[config.mk]
export PLATFORM = sky130hd
export DESIGN_NAME = pdg_top
export DESIGN_NICKNAME = d
export VERILOG_FILES = /design/src/hdl/pdg_pkg.sv /design/src/hdl/pdg_top.sv /design/src/hdl/pdg_div.sv
export SDC_FILE = /design/constraint.sdc
export NUM_CORES = 2
export LEC_CHECK = 0
export BUFFER_PORTS_ARGS = -buffer_cell sky130_fd_sc_hd__clkbuf_2
export CAP_MARGIN = 5
export CORE_MARGIN = 1
export CORE_UTILIZATION = 35
export CTS_CLUSTER_SIZE = 40
export DETAILED_ROUTE_END_ITERATION = 6
export PLACE_DENSITY_LB_ADDON = 0.1
export SLEW_MARGIN = 20
export SYNTH_ARGS = -nofsm -noshare
export SYNTH_HDL_FRONTEND = slang
export SYNTH_SLANG_ARGS = --single-unit
[constraint.sdc]
create_clock -name i_clk -period 13.8 [get_ports i_clk]
set_input_delay 2.76 -clock i_clk [delete_from_list [all_inputs] [get_ports i_clk]]
set_output_delay 2.76 -clock i_clk [all_outputs]
set_load 0.01 [all_outputs]
[src/hdl/pdg_pkg.sv]
// Package: register map, codes and widths for pulse direction gearing
package pdg_pkg;
   // Register byte offsets
   localparam logic [7:0] ADDR_CFG    = 8'h00;
   localparam logic [7:0] ADDR_INFUNC = 8'h04;
   localparam logic [7:0] ADDR_LINES  = 8'h08;
   localparam logic [7:0] ADDR_GEAR   = 8'h0c;
   localparam logic [7:0] ADDR_CMD    = 8'h10;
   localparam logic [7:0] ADDR_STATUS = 8'h14;
   localparam logic [7:0] ADDR_CNT0   = 8'h18;
   localparam logic [7:0] ADDR_CNT1   = 8'h1c;
   localparam logic [7:0] ADDR_REF    = 8'h20;
   // Field positions
   localparam int CMD_START_BIT = 0;
   localparam int CMD_STOP_BIT  = 1;
   // Configuration codes
   localparam logic [2:0] PULSE_DIR_MODE        = 3'h2;
   localparam logic [2:0] DUAL_PULSE_COUNT_MODE = 3'h4;
   localparam logic [7:0] ENCODER_INPUT_FUNCTION = 8'h1d;
   localparam logic [3:0] CTRL_TERMINAL  = 4'h1;
   localparam logic [3:0] PARAM_GEAR_MODE = 4'h4;
   localparam logic [3:0] MASTER_PROBE0  = 4'h6;
   localparam logic [3:0] MASTER_PROBE1  = 4'h7;
   // Reset values
   localparam logic [15:0] LINES_RST = 16'h0001;
   localparam logic [15:0] RATIO_RST = 16'h0001;
   // Reference units per revolution as a shift
   localparam int REV_SHIFT = 16;
   // Divider sequencer states
   typedef enum logic [0:0] {
      DIV_IDLE = 1'b0,
      DIV_BUSY = 1'b1
   } pdg_div_state_type;
endpackage : pdg_pkg

[src/hdl/pdg_top.sv]
// Pulse and direction reference input with electronic gear
//
// Our own choices: the APB interface to the registers and the register addresses.
`timescale 1ns/1ps
module pdg_top #(
   parameter int CNT_W = 24
) (
   // Clock and reset
   input  wire logic        i_clk,
   input  wire logic        i_reset,
   // Pulse pins
   input  wire logic        i_digital_input_five,
   input  wire logic        i_digital_input_six,
   // APB slave
   input  wire logic        i_psel,
   input  wire logic        i_penable,
   input  wire logic        i_pwrite,
   input  wire logic [7:0]  i_paddr,
   input  wire logic [31:0] i_pwdata,
   output logic      [31:0] o_prdata,
   output logic             o_pready,
   output logic             o_pslverr,
   // Gear outputs
   output logic      [31:0] o_slave_ref,
   output logic             o_gear_active
);
   if (CNT_W < 8 || CNT_W > 32) $error("CNT_W must lie in 8..32");
   localparam int NW = CNT_W + 32;

   logic [1:0]  ch_in;
   logic [2:0]  sync_r [2];
   logic [1:0]  level_r;
   logic [1:0]  rise;
   logic [2:0]  probe_cfg_r;
   logic [3:0]  ctrl_loc_r;
   logic [3:0]  sync_mode_r;
   logic [3:0]  master_sel_r;
   logic [7:0]  func_five_r;
   logic [7:0]  func_six_r;
   logic [15:0] lines_r;
   logic [15:0] gear_slave_r;
   logic [15:0] gear_master_r;
   logic signed [CNT_W-1:0] cnt0_r;
   logic signed [CNT_W-1:0] cnt1_r;
   logic signed [CNT_W-1:0] base_r;
   logic signed [CNT_W-1:0] sel_cnt;
   logic signed [CNT_W-1:0] delta;
   logic [CNT_W-1:0] mag;
   logic        enc_ok;
   logic        cfg_ok;
   logic        setup;
   logic        wr;
   logic        start_cmd;
   logic        stop_cmd;
   logic [31:0] rd_nxt;
   logic        hit;
   logic        launch_r;
   logic        busy_r;
   logic        neg_r;
   logic [NW-1:0] quo;
   logic        done;

   assign ch_in = {i_digital_input_six, i_digital_input_five};

   // Three stage sync; level moves once stages two and three agree
   for (genvar g = 0; g < 2; g++) begin : g_ch
      always_ff @(posedge i_clk) begin
         if (i_reset) begin
            sync_r[g]  <= 3'h0;
            level_r[g] <= 1'b0;
         end else begin
            sync_r[g] <= {sync_r[g][1:0], ch_in[g]};
            if (sync_r[g][1] == sync_r[g][2]) begin
               level_r[g] <= sync_r[g][2];
            end
         end
      end
      assign rise[g] = (sync_r[g][1] == sync_r[g][2]) && sync_r[g][2] && !level_r[g];
   end

   // Both pins must carry the encoder function
   assign enc_ok = (func_five_r == pdg_pkg::ENCODER_INPUT_FUNCTION) &&
                   (func_six_r == pdg_pkg::ENCODER_INPUT_FUNCTION);

   // Gearing is legal only under terminal control and parameter gear mode
   assign cfg_ok = enc_ok &&
      (probe_cfg_r == pdg_pkg::PULSE_DIR_MODE || probe_cfg_r == pdg_pkg::DUAL_PULSE_COUNT_MODE) &&
      (ctrl_loc_r == pdg_pkg::CTRL_TERMINAL) &&
      (sync_mode_r == pdg_pkg::PARAM_GEAR_MODE) &&
      (master_sel_r == pdg_pkg::MASTER_PROBE0 || master_sel_r == pdg_pkg::MASTER_PROBE1) &&
      (lines_r != 16'h0000) && (gear_master_r != 16'h0000);

   // Pulse counters
   always_ff @(posedge i_clk) begin
      if (i_reset) begin
         cnt0_r <= '0;
         cnt1_r <= '0;
      end else if (enc_ok) begin
         if (probe_cfg_r == pdg_pkg::DUAL_PULSE_COUNT_MODE) begin
            cnt0_r <= cnt0_r + CNT_W'(rise[0]);
            cnt1_r <= cnt1_r + CNT_W'(rise[1]);
         end else if (probe_cfg_r == pdg_pkg::PULSE_DIR_MODE && rise[0]) begin
            if (level_r[1]) begin
               cnt0_r <= cnt0_r + CNT_W'(1);
            end else begin
               cnt0_r <= cnt0_r - CNT_W'(1);
            end
         end
      end
   end

   // Master channel select and signed distance since start
   assign sel_cnt = (master_sel_r == pdg_pkg::MASTER_PROBE1) ? cnt1_r : cnt0_r;
   assign delta   = sel_cnt - base_r;
   assign mag     = delta[CNT_W-1] ? CNT_W'(-delta) : CNT_W'(delta);

   // APB decode
   assign setup     = i_psel && !i_penable;
   assign wr        = i_psel && i_penable && i_pwrite && o_pready && !o_pslverr;
   assign start_cmd = wr && (i_paddr == pdg_pkg::ADDR_CMD) && i_pwdata[pdg_pkg::CMD_START_BIT];
   assign stop_cmd  = wr && (i_paddr == pdg_pkg::ADDR_CMD) && i_pwdata[pdg_pkg::CMD_STOP_BIT];

   // Read mux, sampled in the setup cycle
   always_comb begin
      rd_nxt = 32'h0000_0000;
      hit    = 1'b1;
      if (i_paddr == pdg_pkg::ADDR_CFG) begin
         rd_nxt = {16'h0000, master_sel_r, sync_mode_r, ctrl_loc_r, 1'b0, probe_cfg_r};
      end else if (i_paddr == pdg_pkg::ADDR_INFUNC) begin
         rd_nxt = {16'h0000, func_six_r, func_five_r};
      end else if (i_paddr == pdg_pkg::ADDR_LINES) begin
         rd_nxt = {16'h0000, lines_r};
      end else if (i_paddr == pdg_pkg::ADDR_GEAR) begin
         rd_nxt = {gear_master_r, gear_slave_r};
      end else if (i_paddr == pdg_pkg::ADDR_CMD) begin
         rd_nxt = 32'h0000_0000;
      end else if (i_paddr == pdg_pkg::ADDR_STATUS) begin
         rd_nxt = {30'h0000_0000, cfg_ok, o_gear_active};
      end else if (i_paddr == pdg_pkg::ADDR_CNT0) begin
         rd_nxt = 32'(cnt0_r);
      end else if (i_paddr == pdg_pkg::ADDR_CNT1) begin
         rd_nxt = 32'(cnt1_r);
      end else if (i_paddr == pdg_pkg::ADDR_REF) begin
         rd_nxt = o_slave_ref;
      end else begin
         hit = 1'b0;
      end
   end

   // One wait-free access phase; answer registered at the setup edge
   always_ff @(posedge i_clk) begin
      if (i_reset) begin
         o_pready  <= 1'b0;
         o_pslverr <= 1'b0;
         o_prdata  <= 32'h0000_0000;
      end else begin
         o_pready  <= setup;
         o_pslverr <= setup && !hit;
         if (setup) begin
            o_prdata <= hit ? rd_nxt : 32'h0000_0000;
         end
      end
   end

   // Configuration registers
   always_ff @(posedge i_clk) begin
      if (i_reset) begin
         probe_cfg_r   <= 3'h0;
         ctrl_loc_r    <= 4'h0;
         sync_mode_r   <= 4'h0;
         master_sel_r  <= 4'h0;
         func_five_r   <= 8'h00;
         func_six_r    <= 8'h00;
         lines_r       <= pdg_pkg::LINES_RST;
         gear_slave_r  <= pdg_pkg::RATIO_RST;
         gear_master_r <= pdg_pkg::RATIO_RST;
      end else if (wr) begin
         if (i_paddr == pdg_pkg::ADDR_CFG) begin
            probe_cfg_r  <= i_pwdata[2:0];
            ctrl_loc_r   <= i_pwdata[7:4];
            sync_mode_r  <= i_pwdata[11:8];
            master_sel_r <= i_pwdata[15:12];
         end else if (i_paddr == pdg_pkg::ADDR_INFUNC) begin
            func_five_r <= i_pwdata[7:0];
            func_six_r  <= i_pwdata[15:8];
         end else if (i_paddr == pdg_pkg::ADDR_LINES) begin
            lines_r <= i_pwdata[15:0];
         end else if (i_paddr == pdg_pkg::ADDR_GEAR) begin
            gear_slave_r  <= i_pwdata[15:0];
            gear_master_r <= i_pwdata[31:16];
         end
      end
   end

   // Gear on only by explicit start; stop or a broken setup drops it
   always_ff @(posedge i_clk) begin
      if (i_reset) begin
         o_gear_active <= 1'b0;
         base_r        <= '0;
      end else if (stop_cmd || !cfg_ok) begin
         o_gear_active <= 1'b0;
      end else if (start_cmd) begin
         o_gear_active <= 1'b1;
         base_r        <= sel_cnt;
      end
   end

   // Continuous recompute; latency about NW cycles, well under a pulse period
   always_ff @(posedge i_clk) begin
      if (i_reset) begin
         launch_r <= 1'b0;
         busy_r   <= 1'b0;
         neg_r    <= 1'b0;
      end else begin
         launch_r <= !busy_r && !launch_r;
         if (launch_r) begin
            busy_r <= 1'b1;
            neg_r  <= delta[CNT_W-1];
         end else if (done) begin
            busy_r <= 1'b0;
         end
      end
   end

   // Reference = count * slave * units / (master * lines)
   pdg_div #(
      .NW (NW),
      .DW (32)
   ) u_div (
      .i_clk   (i_clk),
      .i_reset (i_reset),
      .i_start (launch_r),
      .i_num   ({NW'(mag) * NW'(gear_slave_r) << pdg_pkg::REV_SHIFT}),
      .i_den   (32'(gear_master_r) * 32'(lines_r)),
      .o_quo   (quo),
      .o_done  (done)
   );

   // Slave reference follows only while gearing runs
   always_ff @(posedge i_clk) begin
      if (i_reset) begin
         o_slave_ref <= 32'h0000_0000;
      end else if (done && o_gear_active) begin
         o_slave_ref <= neg_r ? 32'(-quo[31:0]) : quo[31:0];
      end
   end
endmodule : pdg_top

[src/hdl/pdg_div.sv]
// Sequential restoring divider, one quotient bit per clock
`timescale 1ns/1ps
module pdg_div #(
   parameter int NW = 56,
   parameter int DW = 32
) (
   // Clock and reset
   input  wire logic          i_clk,
   input  wire logic          i_reset,
   // Request
   input  wire logic          i_start,
   input  wire logic [NW-1:0] i_num,
   input  wire logic [DW-1:0] i_den,
   // Answer
   output logic      [NW-1:0] o_quo,
   output logic               o_done
);
   if (NW < 2 || DW < 2) $error("pdg_div widths too small");
   localparam int PW = NW + DW;

   pdg_pkg::pdg_div_state_type state_r;
   logic [NW-1:0] num_r;
   logic [DW-1:0] rem_r;
   logic [DW-1:0] den_r;
   logic [7:0]    bit_r;
   logic [DW:0]   trial;

   // Partial remainder with next numerator bit
   assign trial = {rem_r, o_quo[NW-1]};

   // Shift and subtract sequence
   always_ff @(posedge i_clk) begin
      if (i_reset) begin
         state_r <= pdg_pkg::DIV_IDLE;
         num_r   <= '0;
         rem_r   <= '0;
         den_r   <= '0;
         bit_r   <= '0;
         o_quo   <= '0;
         o_done  <= 1'b0;
      end else begin
         o_done <= 1'b0;
         case (state_r)
            pdg_pkg::DIV_IDLE: begin
               if (i_start) begin
                  o_quo   <= i_num;
                  num_r   <= i_num;
                  den_r   <= i_den;
                  rem_r   <= '0;
                  bit_r   <= 8'(NW - 1);
                  state_r <= pdg_pkg::DIV_BUSY;
               end
            end
            pdg_pkg::DIV_BUSY: begin
               if (trial >= {1'b0, den_r}) begin
                  rem_r <= DW'(trial - {1'b0, den_r});
                  o_quo <= {o_quo[NW-2:0], 1'b1};
               end else begin
                  rem_r <= trial[DW-1:0];
                  o_quo <= {o_quo[NW-2:0], 1'b0};
               end
               if (bit_r == 8'h00) begin
                  state_r <= pdg_pkg::DIV_IDLE;
                  o_done  <= 1'b1;
               end
               bit_r <= bit_r - 8'h01;
            end
            default: state_r <= pdg_pkg::DIV_IDLE;
         endcase
      end
   end
endmodule : pdg_div

==> results.json <==
{
  "htreeDepth": 2,
  "post_cts.repair.setup_buffers": 0,
  "synthesis.area_sq_um": 41600,
  "maxSlewHeadroom_pct": 28.2,
  "synth_cells": 5071,
  "io_pins": 114,
  "outcome": "complete, no violations",
  "ant_nets": 0,
  "drv_slew": 0,
  "clk_pin_slew_ns": 0.06,
  "use_met1_pct": 32.9,
  "netlist.area_leader.share_pct": 24.2,
  "crit_slowest_cell": "o21a_1",
  "grt_max_degree": 120,
  "setup.worst_path.end": "u_div.o_quo[53]",
  "gr-usage-met3_pct": 3.20,
  "syn-num-nets": 5924,
  "setup_violations": 0,
  "die_w_um": 347,
  "reg2reg_from": "master_sel_r[2]",
  "drt_iter0_drc": 2667,
  "cp_top_family": "compound AO/OA/AOI/OAI gates",
  "synthTopCellsByArea": "fa_1 24%, dfxtp_1 17%, ha_1 9.1%",
  "fin_util_pct": 38.5,
  "synthMuxAreaShare_pct": 2.52,
  "min_period_ns": 11.30,
  "grt_pass1_vias": 35000,
  "grt_most_used_layer": "met2",
  "synth_fa_ha_area_share_pct": 33.3,
  "start_util_pct": 35.3,
  "finalCritPeriodShare_pct": 81.9,
  "drt_wl_total_mm": 141,
  "areaGrowthSynthToFinish_pct": 9.07,
  "clk-insertion-delay-late_ns": 0.63,
  "yosysSeqAreaShare_pct": 17.3,
  "cts_hold_buf": 0,
  "grt_use_total_pct": 23.3,
  "reg2regPathDepth": 36,
  "layout.cells.non_filler": 6600,
  "fmax_mhz": 88.5,
  "cts_root_buffer": "clkbuf_16",
  "dieArea_sq_um": 120000,
  "cp-startpoint": "master_sel_r[2]",
  "synthArstFlopShare_pct": 0,
  "drive_gt1_share_pct": 7.49,
  "critPathCaptureType": "flip-flop",
  "tightest_slew_ns": 1.08,
  "grt.met2_usage_pct": 37.6,
  "critPathBufInv": 4,
  "rrSetupSlack_ns": 2.50,
  "ys_ff_latch": 359,
  "synth_edf_count": 0,
  "cts_sinks": 359,
  "fillers": 12300,
  "critical_path.startpoint_type": "flip-flop",
  "setup_tns_ns": 0,
  "p_leak_nw": 20.3,
  "cts_tree": "done",
  "hpwl_mm": 105,
  "synth_compound_area_share_pct": 15.8,
  "synth-simple-area-share_pct": 18.8,
  "cpMostUsedCell": "fa_1",
  "finalHoldViolCount": 0,
  "synth_top_family_by_area": "adder cells",
  "clockBufferDepth": 3,
  "viasPerCell": 5.33,
  "fin_skew_ns": 0.0399,
  "syn_area_per_cell_sq_um": 8.21,
  "dpl.cell_count": 6511,
  "grt_pass1_wl_mm": 217,
  "antenna_found_initial": 8,
  "hold_path.class": "flip-flop to flip-flop",
  "synth_xor_area_share_pct": 3.64,
  "max_cap_viol_count": 0,
  "drcViolationCount": 0,
  "yosysWarningCount": 0,
  "arrival_ns": 11.81,
  "vias": 35200,
  "yosysUniqueCellTypes": 90,
  "core_area_sq_um": 118000,
  "required_ns": 14.31,
  "powerDensity_nw_per_um2": 76.7,
  "wl_per_cell_um": 21.4,
  "cts_resized": 0,
  "grt_overflow": 0,
  "rr_endpoint": "u_div.o_quo[53]",
  "nNetsFinal": 5877,
  "cp_max_fo": 25,
  "die_y_um": 347,
  "rsz0062_at_grt": "no",
  "vdd_drop_max_uv": 137,
  "rows": 126,
  "synth_top_cell_by_area": "fa_1",
  "port-buffer-count": 113,
  "cts_buffers": 47,
  "ys.flop_type": "dfxtp_1",
  "path_depth": 36,
  "place_congestion": 0.850,
  "slowest_delay_ns": 0.74,
  "crit_type": "flip-flop to flip-flop",
  "firstDrtPassIters": 5
}
==> report_power, final <==
part | switching [W] | internal, W | leakage (nW)
clock | 0.000546 | 0.000833 | 0.836
combinational | 0.000604 | 0.000395 | 16.6
sequential | 0.0000301 | 0.00107 | 2.90
==> cell families (layout without fill, tap and decap cells) <==
group | after synthesis | count (layout)
other | 0 | 1
flip-flops | 359 | 359
adder cells (fa/ha/maj) | 806 | 806
multiplexers | 102 | 102
AND/OR/NAND/NOR | 1651 | 1651
buffers and inverters | 944 | 936
XOR/XNOR | 171 | 171
AO/OA/AOI/OAI | 1038 | 1038
==> Yosys cell counts (13+ instances only) <==
library cell and instances:
nand2_1 707, inv_1 641, fa_1 503, dfxtp_1 359, a21oi_1 321, ha_1 303
nor2_1 303, clkbuf_1 239, o21ai_0 221, and2_1 210, nor3_1 99, xor2_1 94
a211oi_1 83, mux2i_1 79, xnor2_1 75, o21a_1 65, a21o_1 64, nand3_1 63
nor2b_1 54, and3_1 39, a22oi_1 34, a31oi_1 33, buf_2 26, nand4_1 26
nand2b_1 25, buf_1 24, o21bai_1 24, mux2_2 23, nor4_1 23, or3_1 23
o22ai_1 20, o31ai_1 19, a221oi_1 16, o21ai_1 16, a22o_1 13
==> per-layer routing <==
metal	vias to the layer above	share of wire, %
li1	16600	-
met1	17500	47
met2	884	45
met3	175	5.3
met4	4	2.3
met5	-	0.015
==> stage by stage <==
step                area [sq um]  setup WS, ns  power [W]  hold slack (ns)
global route               45400          1.76    0.00368            0.466
finish                     45400          2.50    0.00348            0.446
global placement           43600          2.84    0.00212            0.430
CTS                        45400          2.53    0.00351            0.446
floorplan                  41600          4.14    0.00188            0.399
detailed placement         43600          2.57    0.00211            0.430
==> area by class of cell <==
cell class	instances	area, sq um	share of cell area [%]
diodes	1	2.50	0.00551
clock buffers	59	1310	2.89
clock inverters	29	423	0.932
inverters	642	2410	5.31
multi-input cells	3768	30900	68.0
flip-flops and latches	359	7190	15.8
well taps	1536	1920	4.23
repair buffers	206	1270	2.81
==> state kept, by name, indices dropped and copies added, names as in the netlist, 24 cells and up <==
signal / cells
base_r: 24
cnt0_r: 24
cnt1_r: 24
o_prdata: 32
o_slave_ref: 32
u_div.den_r: 32
u_div.o_quo: 56
u_div.rem_r: 32
==> layout by cell type, fill, tap and decap left out, types with 19 or more instances in the layout <==
cell	instances
inv_1	641
nor2_1	300
nor4_1	22
fa_1	503
buf_4	93
o21bai_1	24
and3_1	39
nand2b_1	23
mux2_2	23
ha_1	303
nand3_1	63
xnor2_1	75
a22oi_1	34
o31ai_1	19
dfxtp_1	357
clkbuf_16	47
a211oi_1	83
a31oi_1	33
mux2i_1	79
a21oi_1	321
nor3_1	98
nand4_1	26
nand2_1	707
or3_1	23
xor2_1	92
o21ai_0	221
nor2b_1	51
a21o_1	64
o22ai_1	20
clkbuf_2	112
o21a_1	65
and2_1	209
==> worst min path at each step <==
stage / endpoint / start / cells after the start / slack (ns)
finish: launch_r / busy_r / 1 / 0.45
global route: launch_r / busy_r / 1 / 0.47
CTS: launch_r / busy_r / 1 / 0.45
detailed placement: sync_r[0][1] / sync_r[0][0] / 1 / 0.43
global placement: sync_r[0][1] / sync_r[0][0] / 1 / 0.43
floorplan: launch_r / busy_r / 1 / 0.40
(Power assumes the default switching activity.)
